### src/tie_pkg.sv
`default_nettype none
package tie_pkg;
  // Register byte offsets on the Avalon-MM slave
  localparam logic [3:0] OFF_ENABLE = 4'h0;
  localparam logic [3:0] OFF_STATUS = 4'h4;
  localparam logic [3:0] OFF_MASK   = 4'h8;

  // Enable register field positions
  localparam int BIT_ADC_TRIG   = 7;
  localparam int BIT_RSV_ONE    = 6;
  localparam int BIT_UNDERFLOW  = 5;
  localparam int BIT_OVERFLOW   = 4;
  localparam int BIT_COMPARE_D  = 3;

  // Event status / mask layout
  localparam int EVT_UNDERFLOW  = 0;
  localparam int EVT_OVERFLOW   = 1;
  localparam int EVT_COMPARE_D  = 2;
  localparam int EVT_ADC_START  = 3;
  localparam int EVT_WIDTH      = 4;

  // Reset values
  localparam logic [7:0]           ENABLE_RESET = 8'h00;
  localparam logic [EVT_WIDTH-1:0] STATUS_RESET = 4'h0;
  localparam logic [EVT_WIDTH-1:0] MASK_RESET   = 4'h0;
  localparam logic [7:0]           RSV_ONE_VAL  = 8'h40;

  // Flags from the timer status register
  typedef struct packed {
    logic underflow;
    logic overflow;
    logic compareD;
  } tie_flags_t;

  // Interrupt requests toward the interrupt controller
  typedef struct packed {
    logic underflow;
    logic overflow;
    logic compareD;
  } tie_req_t;
endpackage
`default_nettype wire

### src/tie_enable_regs.sv
// Overview of operation
// - Bit 6 always reads one; software writes only one there.
// - Channels 1,2: bit 5 underflow enable, resets zero, gates underflow request.
// - Channels 0,3,4: bit 5 reserved, reads zero, software writes zero.
// - Bit 4 overflow enable on every channel, resets zero, gates overflow request.
// - Channels 0,3,4: bit 3 compare-D enable, resets zero, gates compare-D request.
// - Channels 1,2: bit 3 reserved, reads zero, software writes zero.
// - A/D trigger enable one permits start requests, zero prevents them.
// - A/D enable is bit 7, resets zero, fires on register A capture/match.
//
// Added by the designer: the address map and register access over Avalon-MM.
`default_nettype none
module tie_enable_regs
  import tie_pkg::*;
#(
  parameter int CHANNEL = 1
)(
  input  wire logic        sys_clk,        // 250 MHz clock
  input  wire logic        reset,          // Synchronous, active high
  input  wire logic [3:0]  avsAddress,     // Byte address
  input  wire logic        avsRead,        // Read request
  input  wire logic        avsWrite,       // Write request
  input  wire logic [31:0] avsWriteData,   // Write data
  input  wire logic [3:0]  avsByteEnable,  // Byte lanes
  output logic      [31:0] avsReadData,    // Read data
  output logic             avsWaitRequest, // Stall
  input  wire tie_flags_t  flags,          // Status flags
  input  wire logic        captureMatchA,  // Register A capture/compare pulse
  output tie_req_t         requests,       // Interrupt requests
  output logic             adcStartReq,    // A/D conversion start request
  output logic             irq             // Level interrupt
);

  localparam bit HAS_UF = (CHANNEL == 1) || (CHANNEL == 2);

  // Only implemented enable bits hold state; reserved ones stay constant
  localparam logic [7:0] WR_MASK = 8'h90 | (HAS_UF ? 8'h20 : 8'h08);

  logic [7:0]           enableFf;
  logic [EVT_WIDTH-1:0] statusFf;
  logic [EVT_WIDTH-1:0] maskFf;
  logic                 ackFf;
  logic [31:0]          readDataFf;
  logic [EVT_WIDTH-1:0] events;
  logic                 wrAccept;
  logic                 rdStart;

  function automatic logic [7:0] enableView(input logic [7:0] stored);
    enableView = (stored & WR_MASK) | RSV_ONE_VAL;
  endfunction

  // Shared by every register write and by some of the write checks below; p_uf_gate and p_ov_block spell out the same terms
  function automatic logic wrHit(input logic [3:0] off);
    wrHit = wrAccept && avsAddress == off && avsByteEnable[0];
  endfunction

  // Every access takes exactly one wait cycle
  assign avsWaitRequest = (avsRead || avsWrite) && !ackFf;
  assign wrAccept       = avsWrite && ackFf;
  assign rdStart        = avsRead && !ackFf;

  always_ff @(posedge sys_clk)
  begin
    if (reset)
      ackFf <= 1'b0;
    else
      ackFf <= (avsRead || avsWrite) && !ackFf;
  end

  always_ff @(posedge sys_clk)
  begin
    if (reset)
      enableFf <= ENABLE_RESET;
    else if (wrHit(OFF_ENABLE))
      enableFf <= avsWriteData[7:0] & WR_MASK;
  end

  // Requests follow flag and enable without a register stage
  // One driver for the whole struct, so no tool sees the port written in parts
  assign requests = '{
    underflow: flags.underflow && enableFf[BIT_UNDERFLOW] && HAS_UF,
    overflow:  flags.overflow && enableFf[BIT_OVERFLOW],
    compareD:  flags.compareD && enableFf[BIT_COMPARE_D] && !HAS_UF
  };
  assign adcStartReq        = captureMatchA && enableFf[BIT_ADC_TRIG];

  assign events = {adcStartReq, requests.compareD, requests.overflow, requests.underflow};

  // A new event wins over a write-one-to-clear in the same cycle
  always_ff @(posedge sys_clk)
  begin
    if (reset)
      statusFf <= STATUS_RESET;
    else if (wrHit(OFF_STATUS))
      statusFf <= (statusFf & ~avsWriteData[EVT_WIDTH-1:0]) | events;
    else
      statusFf <= statusFf | events;
  end

  always_ff @(posedge sys_clk)
  begin
    if (reset)
      maskFf <= MASK_RESET;
    else if (wrHit(OFF_MASK))
      maskFf <= avsWriteData[EVT_WIDTH-1:0];
  end

  assign irq = |(statusFf & maskFf);

  // Unmapped offsets read as zero and ignore writes
  always_ff @(posedge sys_clk)
  begin
    if (reset)
      readDataFf <= 32'h0;
    else if (rdStart)
    begin
      unique case (avsAddress)
        OFF_ENABLE: readDataFf <= {24'h0, enableView(enableFf)};
        OFF_STATUS: readDataFf <= {28'h0, statusFf};
        OFF_MASK:   readDataFf <= {28'h0, maskFf};
        default:    readDataFf <= 32'h0;
      endcase
    end
  end

  assign avsReadData = readDataFf;

  logic rdEnDone;
  assign rdEnDone = avsRead && !avsWaitRequest && avsAddress == OFF_ENABLE;
endmodule
`default_nettype wire

### config.mk
export PLATFORM = sky130hd
export DESIGN_NAME = tie_enable_regs
export DESIGN_NICKNAME = d
export VERILOG_FILES = /design/src/tie_pkg.sv /design/src/tie_enable_regs.sv
export SDC_FILE = /design/constraint.sdc
export NUM_CORES = 1
export LEC_CHECK = 0
export CORE_ASPECT_RATIO = 0.9
export CORE_MARGIN = 1
export CORE_UTILIZATION = 40
export DETAILED_ROUTE_END_ITERATION = 8
export DONT_BUFFER_PORTS = 1
export PLACE_DENSITY = 0.64
export SLEW_MARGIN = 15
export SYNTH_ARGS = -nofsm -noshare
export SYNTH_HDL_FRONTEND = slang
export SYNTH_SLANG_ARGS = --single-unit
### constraint.sdc
create_clock -name sys_clk -period 1.3 [get_ports sys_clk]
set_input_delay 0.13 -clock sys_clk [delete_from_list [all_inputs] [get_ports sys_clk]]
set_output_delay 0.13 -clock sys_clk [all_outputs]
set_load 0.01 [all_outputs]
### Word-level counts from Yosys, hierarchy flattened

Cells that the tools add are included.
W data, S select, Z words.

| word-level totals | value |
|---|---|
| flip-flop bits (word level) | 44 |
| input port bits | 48 |
| logic and storage cells | 30 |

| operators by class | value |
|---|---|
| eq/ne operators | 2 |
| multiplexer cells | 2 |
| bitwise operators | 5 |
| reductions and logical operators | 16 |

Operators with widths:

| cell | count |
|---|---|
| $pmux W8 S3 | 1 |
| $logic_and A1 B1 Y1 | 12 |
| $and A4 B4 Y4 | 2 |
| $or A4 B4 Y4 | 2 |
| $eq A4 B3 Y1 const B | 1 |
| $eq A4 B4 Y1 const B | 1 |
| $logic_not A4 Y1 | 1 |
| $mux W4 | 1 |
| $not A4 Y4 | 1 |
| $reduce_or A4 Y1 | 1 |
| $logic_not A1 Y1 | 1 |
| $logic_or A1 B1 Y1 | 1 |

### Longest topological paths before layout

Gate-level depths: netlist (run 1).

| logic depth | value |
|---|---|
| depth in word-level cells | 4 |
| gate-level depth with buffers | 4 |

### Worst setup path after synthesis (run 1)

Ideal clock, no wire load.

| timing path | value |
|---|---|
| path type | register to register |
| from | register ackFf |
| to | register maskFf[0] |
| data arrival time | 1104 ps |
| data required time | 1228 ps |
| path slack | 124 ps |
| stages on the path, launching flop included | 4 |
| path buffers | 0 |
| clock period less this slack | 1176 ps |
| cells stage by stage | dfxtp_1 > nand3_1 > nor4b_4 > mux2i_1 |

| on the way | value |
|---|---|
| longest elaborated chain between the ends | 3 |

RTL lines:

| item | RTL line | text |
|---|---|---|
| start, declared | tie_enable_regs.sv:42 | `logic ackFf;` |
| start signal, assigned | tie_enable_regs.sv:67 | `ackFf <= (avsRead \|\| avsWrite) && !ackFf;` |
| $logic_and A1 B1 Y1 | tie_enable_regs.sv:59 | `assign wrAccept = avsWrite && ackFf;` |
| $logic_and A1 B1 Y1 (2 in series) | tie_enable_regs.sv:54 | `wrHit = wrAccept && avsAddress == off && avsByteEnable[0];` |
| end signal, assigned | tie_enable_regs.sv:105 | `maskFf <= avsWriteData[EVT_WIDTH-1:0];` |
| end, declared | tie_enable_regs.sv:41 | `logic [EVT_WIDTH-1:0] maskFf;` |

No other way between the ends.
A chain may end at the register's enable or synchronous reset.

### Worst setup path after layout (run 1)

| timing path | value |
|---|---|
| from | input port avsAddress[3] |
| to | register enableFf[7] |

| on the way | value |
|---|---|
| longest elaborated chain between the ends | 3 |

RTL lines:

| item | RTL line | text |
|---|---|---|
| start, declared | tie_enable_regs.sv:20 | `input wire logic [3:0] avsAddress,` |
| $logic_not A4 Y1 | tie_enable_regs.sv:54 |  |
| $logic_and A1 B1 Y1 (2 in series) | tie_enable_regs.sv:54 |  |
| end signal, assigned | tie_enable_regs.sv:75 | `enableFf <= avsWriteData[7:0] & WR_MASK;` |
| end, declared | tie_enable_regs.sv:39 | `logic [7:0] enableFf;` |

No other way between the ends.

==> results.yml, run 1 <==
status:
  outcome: "finished, violations left"
  violations: "DRC"
timing:
  rsz0062_at_grt: "false"
  hold_viol: 0
  fin_crit_sh_pct: 94.36
  tightest_slew_ps: 576.2
  finClkSkew_ps: 3.094
  maxSlewViolCount: 0
  relSlewSlack_pct: 61.46
  min_period_ps: 1227
  finalSetupViolations: 0
  setup-tns-final_ps: 0
  fmax_ghz: 0.8152
min_path:
  whs_path_depth: 2
  min_path_type: "input pin to register"
  hp-start: "reset"
  whs_endpoint: "maskFf[1]$_SDFFE_PP0P_"
die:
  ioPinCount: 86
  die_y_um: 52.20
  start_util_pct: 43.87
  die_width_um: 57.77
  row_count: 17
  core_um2: 2552
  fp.dieArea_um2: 3015
logic_synthesis:
  ys_async_sr_fraction_pct: 0
  synthCells: 121
  syn_area_per_cell_um2: 9.255
  yosysUniqueCellTypes: 20
  ys_ff_latch: 20
  synth_edf_count: 0
  synth_warnings: 0
  synth.top_cell.area_share_pct: 35.75
  yosysTopAreaCell: "dfxtp_1"
  syn_area_um2: 1120
  seq_area_frac_synth_pct: 35.75
  synth_area_leaders: "dfxtp_1, buf_4, nand2b_1"
  synth.most_common_cell: "buf_4"
  ys.flop_type: "dfxtp_1"
  netlist_top_cells_count: "buf_4, dfxtp_1, nand2b_1, nand2_1, a22o_1"
setup_path:
  critPathCaptureType: "register"
  worst-path-max-fanout: 5
  crit-reg2reg-capture: "avsReadData[1]$_SDFFE_PP0P_"
  path_class: "input pin to register"
  regToRegSetupSlack_ps: 100
  critPathRequiredTime_ps: 1540
  reg2reg_from: "ackFf$_SDFF_PP0_"
  startpoint_type: "input pin"
  crit_arrival_ps: 1470
  r2r_cells: 4
routing:
  drt_iter0_markers: 34
  postRouteAntennaNets: 0
  wl_per_cell_um: 13.40
  drt_first_pass_iters: 6
  viasPerCell: 5.117
  drc: 3
  routed_wl_mm: 2.171
  vias: 829
global_route:
  grt_pass1_wl_mm: 3.436
  grt_overflow: 0
  antenna_found_initial: 0
  grt_pass1_vias: 766
  grt_max_degree: 21
  track_usage_pct: 15.50
power:
  vdd_drop_max_uv: 544.0
  p_leak_uw: 0.0004839
  p_total_uw: 1113
  powerDensity_nw_per_um2: 922.6
clocking:
  numClockSinks: 20
  root_buffer: "clkbuf_4"
  cts_tree: "done"
  clkLatencyLatePin_ps: 310
  numCtsBuffers: 3
  h-tree-depth: 1
  clk_pin_slew_worst_paths_ps: 110
  clk_path_buf_depth: 2
run:
  maxCapViolCount: 0
layout:
  drive_above_1_share_pct: 11.19
  finalNonFillerCells: 162
  area_delta_synth_final_pct: 7.710
  fin_nets: 183
  antennaDiodeCount: 0
  fillers: 258
  final_util_pct: 47.25
  stdcell_area_um2: 1206
placement:
  dpl.cell_count: 149
  gp_congestion: 0.7502
  numPortBuffers: 0
  dpl-instance-area_um2: 1072
  dpl.hpwl_mm: 1.672
power by group:
part	total [uW]	internal, uW	switching, uW
logic	126	50.5	75.8
clock network	367	171	196
registers	619	616	3.18
metrics by stage:
step	hold WS [ps]	setup WS, ps
floorplan	217.9	123.9
global placement	204.0	117.5
detailed placement	206.6	68.04
CTS	-10.45	30.30
global route	11.39	9.573
finish	7.049	73.38
layer usage:
layer  up-vias  global-route usage [%]  share of wire (%)
met5         -                       0                  0
met4         0                   3.968               0.92
met3         4                   6.173                6.7
met2        36                   25.58                 48
met1       393                   18.88                 44
li1        396                       -                  -
logic make-up after synthesis:
family	count (synthesis)	share of synthesized area (%)
mux	7	6.257
flops	20	35.75
buf+inv	30	18.44
simple gates	44	26.59
other cells	1	0.3349
compound gates	19	12.63
placed cells by master (no fill, tap or decap), drive strengths merged, types with 2 or more instances in the layout:
cell type	n
nand3	4
clkbuf	4
inv	3
dfxtp	20
a21oi	6
a22o	8
nor2	6
a22oi	2
conb	25
and2b	4
dlygate4sd3	9
nand2b	16
buf	3
nor4b	3
a311oi	3
nand2	9
mux2i	7
worst max-delay path by stage:
stage | from | to | slack, ps
floorplan | ackFf$_SDFF_PP0_ | maskFf[0]$_SDFFE_PP0P_ | 120
detailed placement | ackFf$_SDFF_PP0_ | maskFf[2]$_SDFFE_PP0P_ | 70
global route | ackFf$_SDFF_PP0_ | maskFf[3]$_SDFFE_PP0P_ | 10
global placement | ackFf$_SDFF_PP0_ | maskFf[1]$_SDFFE_PP0P_ | 120
finish | avsAddress[3] | enableFf[7]$_SDFFE_PP0P_ | 70
CTS | ackFf$_SDFF_PP0_ | maskFf[2]$_SDFFE_PP0P_ | 30
timing repair:
item                                   CTS  global route
resized for setup                        0             2
hold buffers                             9             0
setup endpoints to repair                0             5
endpoints found under the hold margin   16             0
buffers inserted                         0             0
worst max-delay path, cell delays in order:
cell and delay, ps:
dlygate4sd3_1 580, nor4_4 300, and2b_2 270, mux2i_1 190
layout make-up:
type | instances | area, um^2 | share of cell area (%)
Clock buffer | 4 | 36.28 | 3.008
Timing Repair Buffer | 12 | 112.6 | 9.336
Inverter | 3 | 11.26 | 0.9336
Multi-Input combinational cell | 95 | 610.6 | 50.62
Sequential cell | 20 | 400.4 | 33.19
Tap cell | 28 | 35.03 | 2.905
state kept, by name, indices dropped and copies added, names as in the netlist:
signal	cells
avsReadData	8
maskFf	4
statusFf	4
enableFf	3
ackFf	1
No activity file was read; power rests on OpenSTA's default activity.
==> run 2, diff against run 1 <==
MAX_ROUTING_LAYER = met4   (was unset)
==> run 2 against run 1 <==
Net effect:
- the run still ends with DRC left
- utilization unchanged
- register-to-register slack about the same
- sequential share of layout area unchanged
- power about the same
- sequential cell count unchanged
- critical path depth unchanged
- first-iteration DRC count down 12%
- clock skew about the same
- maximum frequency up 0.46%
- setup slack better by 5.6 ps
- via count down 0.36%
- design area unchanged
- highest routed layer unchanged
==> results.yml, run 2 (same netlist as run 1, synthesis figures left out) <==
run:
  maxCapViolCount: 0
layout:
  largest_reg_flops: 8
  antennaDiodeCount: 0
  fillers: 258
  fin_nets: 183
  drive_above_1_share_pct: 11.19
  layout_common_cells: "conb_1, dfxtp_1, nand2b_1"
  final_common_cell: "conb_1"
  final_util_pct: 47.25
  stdcell_area_um2: 1206
  area_delta_synth_final_pct: 7.710
clocking:
  clk_pin_slew_worst_paths_ps: 110
  postCtsSetupRepairBufs: 0
  root_buffer: "clkbuf_4"
  cts_tree: "done"
  numClockSinks: 20
  h-tree-depth: 1
  clkLatencyLatePin_ps: 310
  numCtsBuffers: 3
  clk_path_buf_depth: 2
setup_path:
  crit_path_top_delay_cell: "dlygate4sd3_1"
  worst-path-max-fanout: 5
  path_class: "input pin to register"
  critPathCaptureType: "register"
  cp_cell_sequence: "dlygate4sd3_1, nor4_4, and2b_2, mux2i_1"
  path_buf_inv: 1
  cpLargestDelayFamily: "buffers and inverters"
  critPathRequiredTime_ps: 1540
  startpoint_type: "input pin"
  crit_arrival_ps: 1460
  max_stage_delay_ps: 580
die:
  fp.dieArea_um2: 3015
  start_util_pct: 43.87
  core_um2: 2552
  die_y_um: 52.20
  die_width_um: 57.77
  ioPinCount: 86
  row_count: 17
routing:
  vias: 826
  wl_per_cell_um: 13.41
  drc: 3
  drt_iter0_markers: 30
  viasPerCell: 5.099
  postRouteAntennaNets: 0
  drt_first_pass_iters: 6
  routed_wl_mm: 2.173
global_route:
  grt_util_met3_pct: 6.173
  grt_pass1_vias: 767
  grt_pass1_wl_mm: 3.429
  antenna_found_initial: 0
  grt_max_degree: 21
  gr-usage-met1_pct: 18.88
  busiest_layer: "met2"
  met2_usage_pct: 25.58
  track_usage_pct: 15.91
  grt_overflow: 0
timing:
  finClkSkew_ps: 3.087
  finalSetupViolations: 0
  fin_crit_sh_pct: 93.93
  rsz0062_at_grt: "false"
  hold_slack_ps: 6.556
  tightest_slew_ps: 575.5
  maxSlewViolCount: 0
  setup_ws_ps: 78.95
  hold_viol: 0
  relSlewSlack_pct: 61.51
  min_period_ps: 1221
  fmax_ghz: 0.8190
  setup-tns-final_ps: 0
status:
  violations: "DRC"
  outcome: "finished, violations left"
placement:
  gp_congestion: 0.7598
  numPortBuffers: 0
  dpl.hpwl_mm: 1.672
  dpl-instance-area_um2: 1072
  pre_cts_ws_ps: 68.04
power:
  swShare_pct: 24.74
  power.switching_uw: 275.4
  internal_power_uw: 837.7
  p_leak_uw: 0.0004839
  powerDensity_nw_per_um2: 922.8
  vdd_drop_max_uv: 544.1
  p_seq_share_pct: 55.6
  pwr-share-comb_pct: 11.4
  clkPwrFrac_pct: 33.0
min_path:
  min_path_type: "input pin to register"
[run 2: metal layers]
layer	share of wire [%]	vias up	routed length [um]
li1	-	396	-
met1	44	388	952
met2	48	38	1041
met3	7.2	4	156
met4	1.1	0	23
met5	0	-	0
[run 2: worst paths after layout]
check	startpoint	end	cells past startpoint	slack, ps
max	avsAddress[3]	enableFf[7]$_SDFFE_PP0P_	4	80
min	avsAddress[2]	avsReadData[6]$_SDFFE_PP0P_	3	7
max reg2reg	ackFf$_SDFF_PP0_	avsReadData[1]$_SDFFE_PP0P_	4	100
min reg2reg	statusFf[2]$_SDFFE_PP0P_	statusFf[2]$_SDFFE_PP0P_	2	480
[run 2: final cells by class]
cell class / count / area [um^2] / share of cell area [%]
timing repair buffer: 12 / 112.6 / 9.336
multi-input combinational: 95 / 610.6 / 50.62
tap: 28 / 35.03 / 2.905
sequential: 20 / 400.4 / 33.19
inverter: 3 / 11.26 / 0.9336
clock buffer: 4 / 36.28 / 3.008
[run 2: timing repair]
action | in CTS | in global routing
hold endpoints to repair | 16 | 0
setup endpoints to repair | 0 | 5
hold buffers | 9 | 0
resized for setup | 0 | 2
[run 2: stage by stage]
stage,power (uW),cells
4_1_cts,1124,162
2_1_floorplan,770.7,145
3_5_place_dp,724.1,149
6_report,1113,162
3_3_place_gp,722.2,149
5_1_grt,1162,162
[run 2: worst min-delay path, delay by kind of cell]
family           cells  cell delay, ps
AND/OR/NAND/NOR      2              90
AO/OA/AOI/OAI        1              50
[run 2: power by group through the flow]
stage          Combinational, uW  Sequential (uW)  Clock, uW
3_5_place_dp                91.3              633          0
5_1_grt                      140              620        403
6_report                     126              619        367
3_3_place_gp                89.7              632          0
2_1_floorplan                138              633          0
4_1_cts                      124              619        381
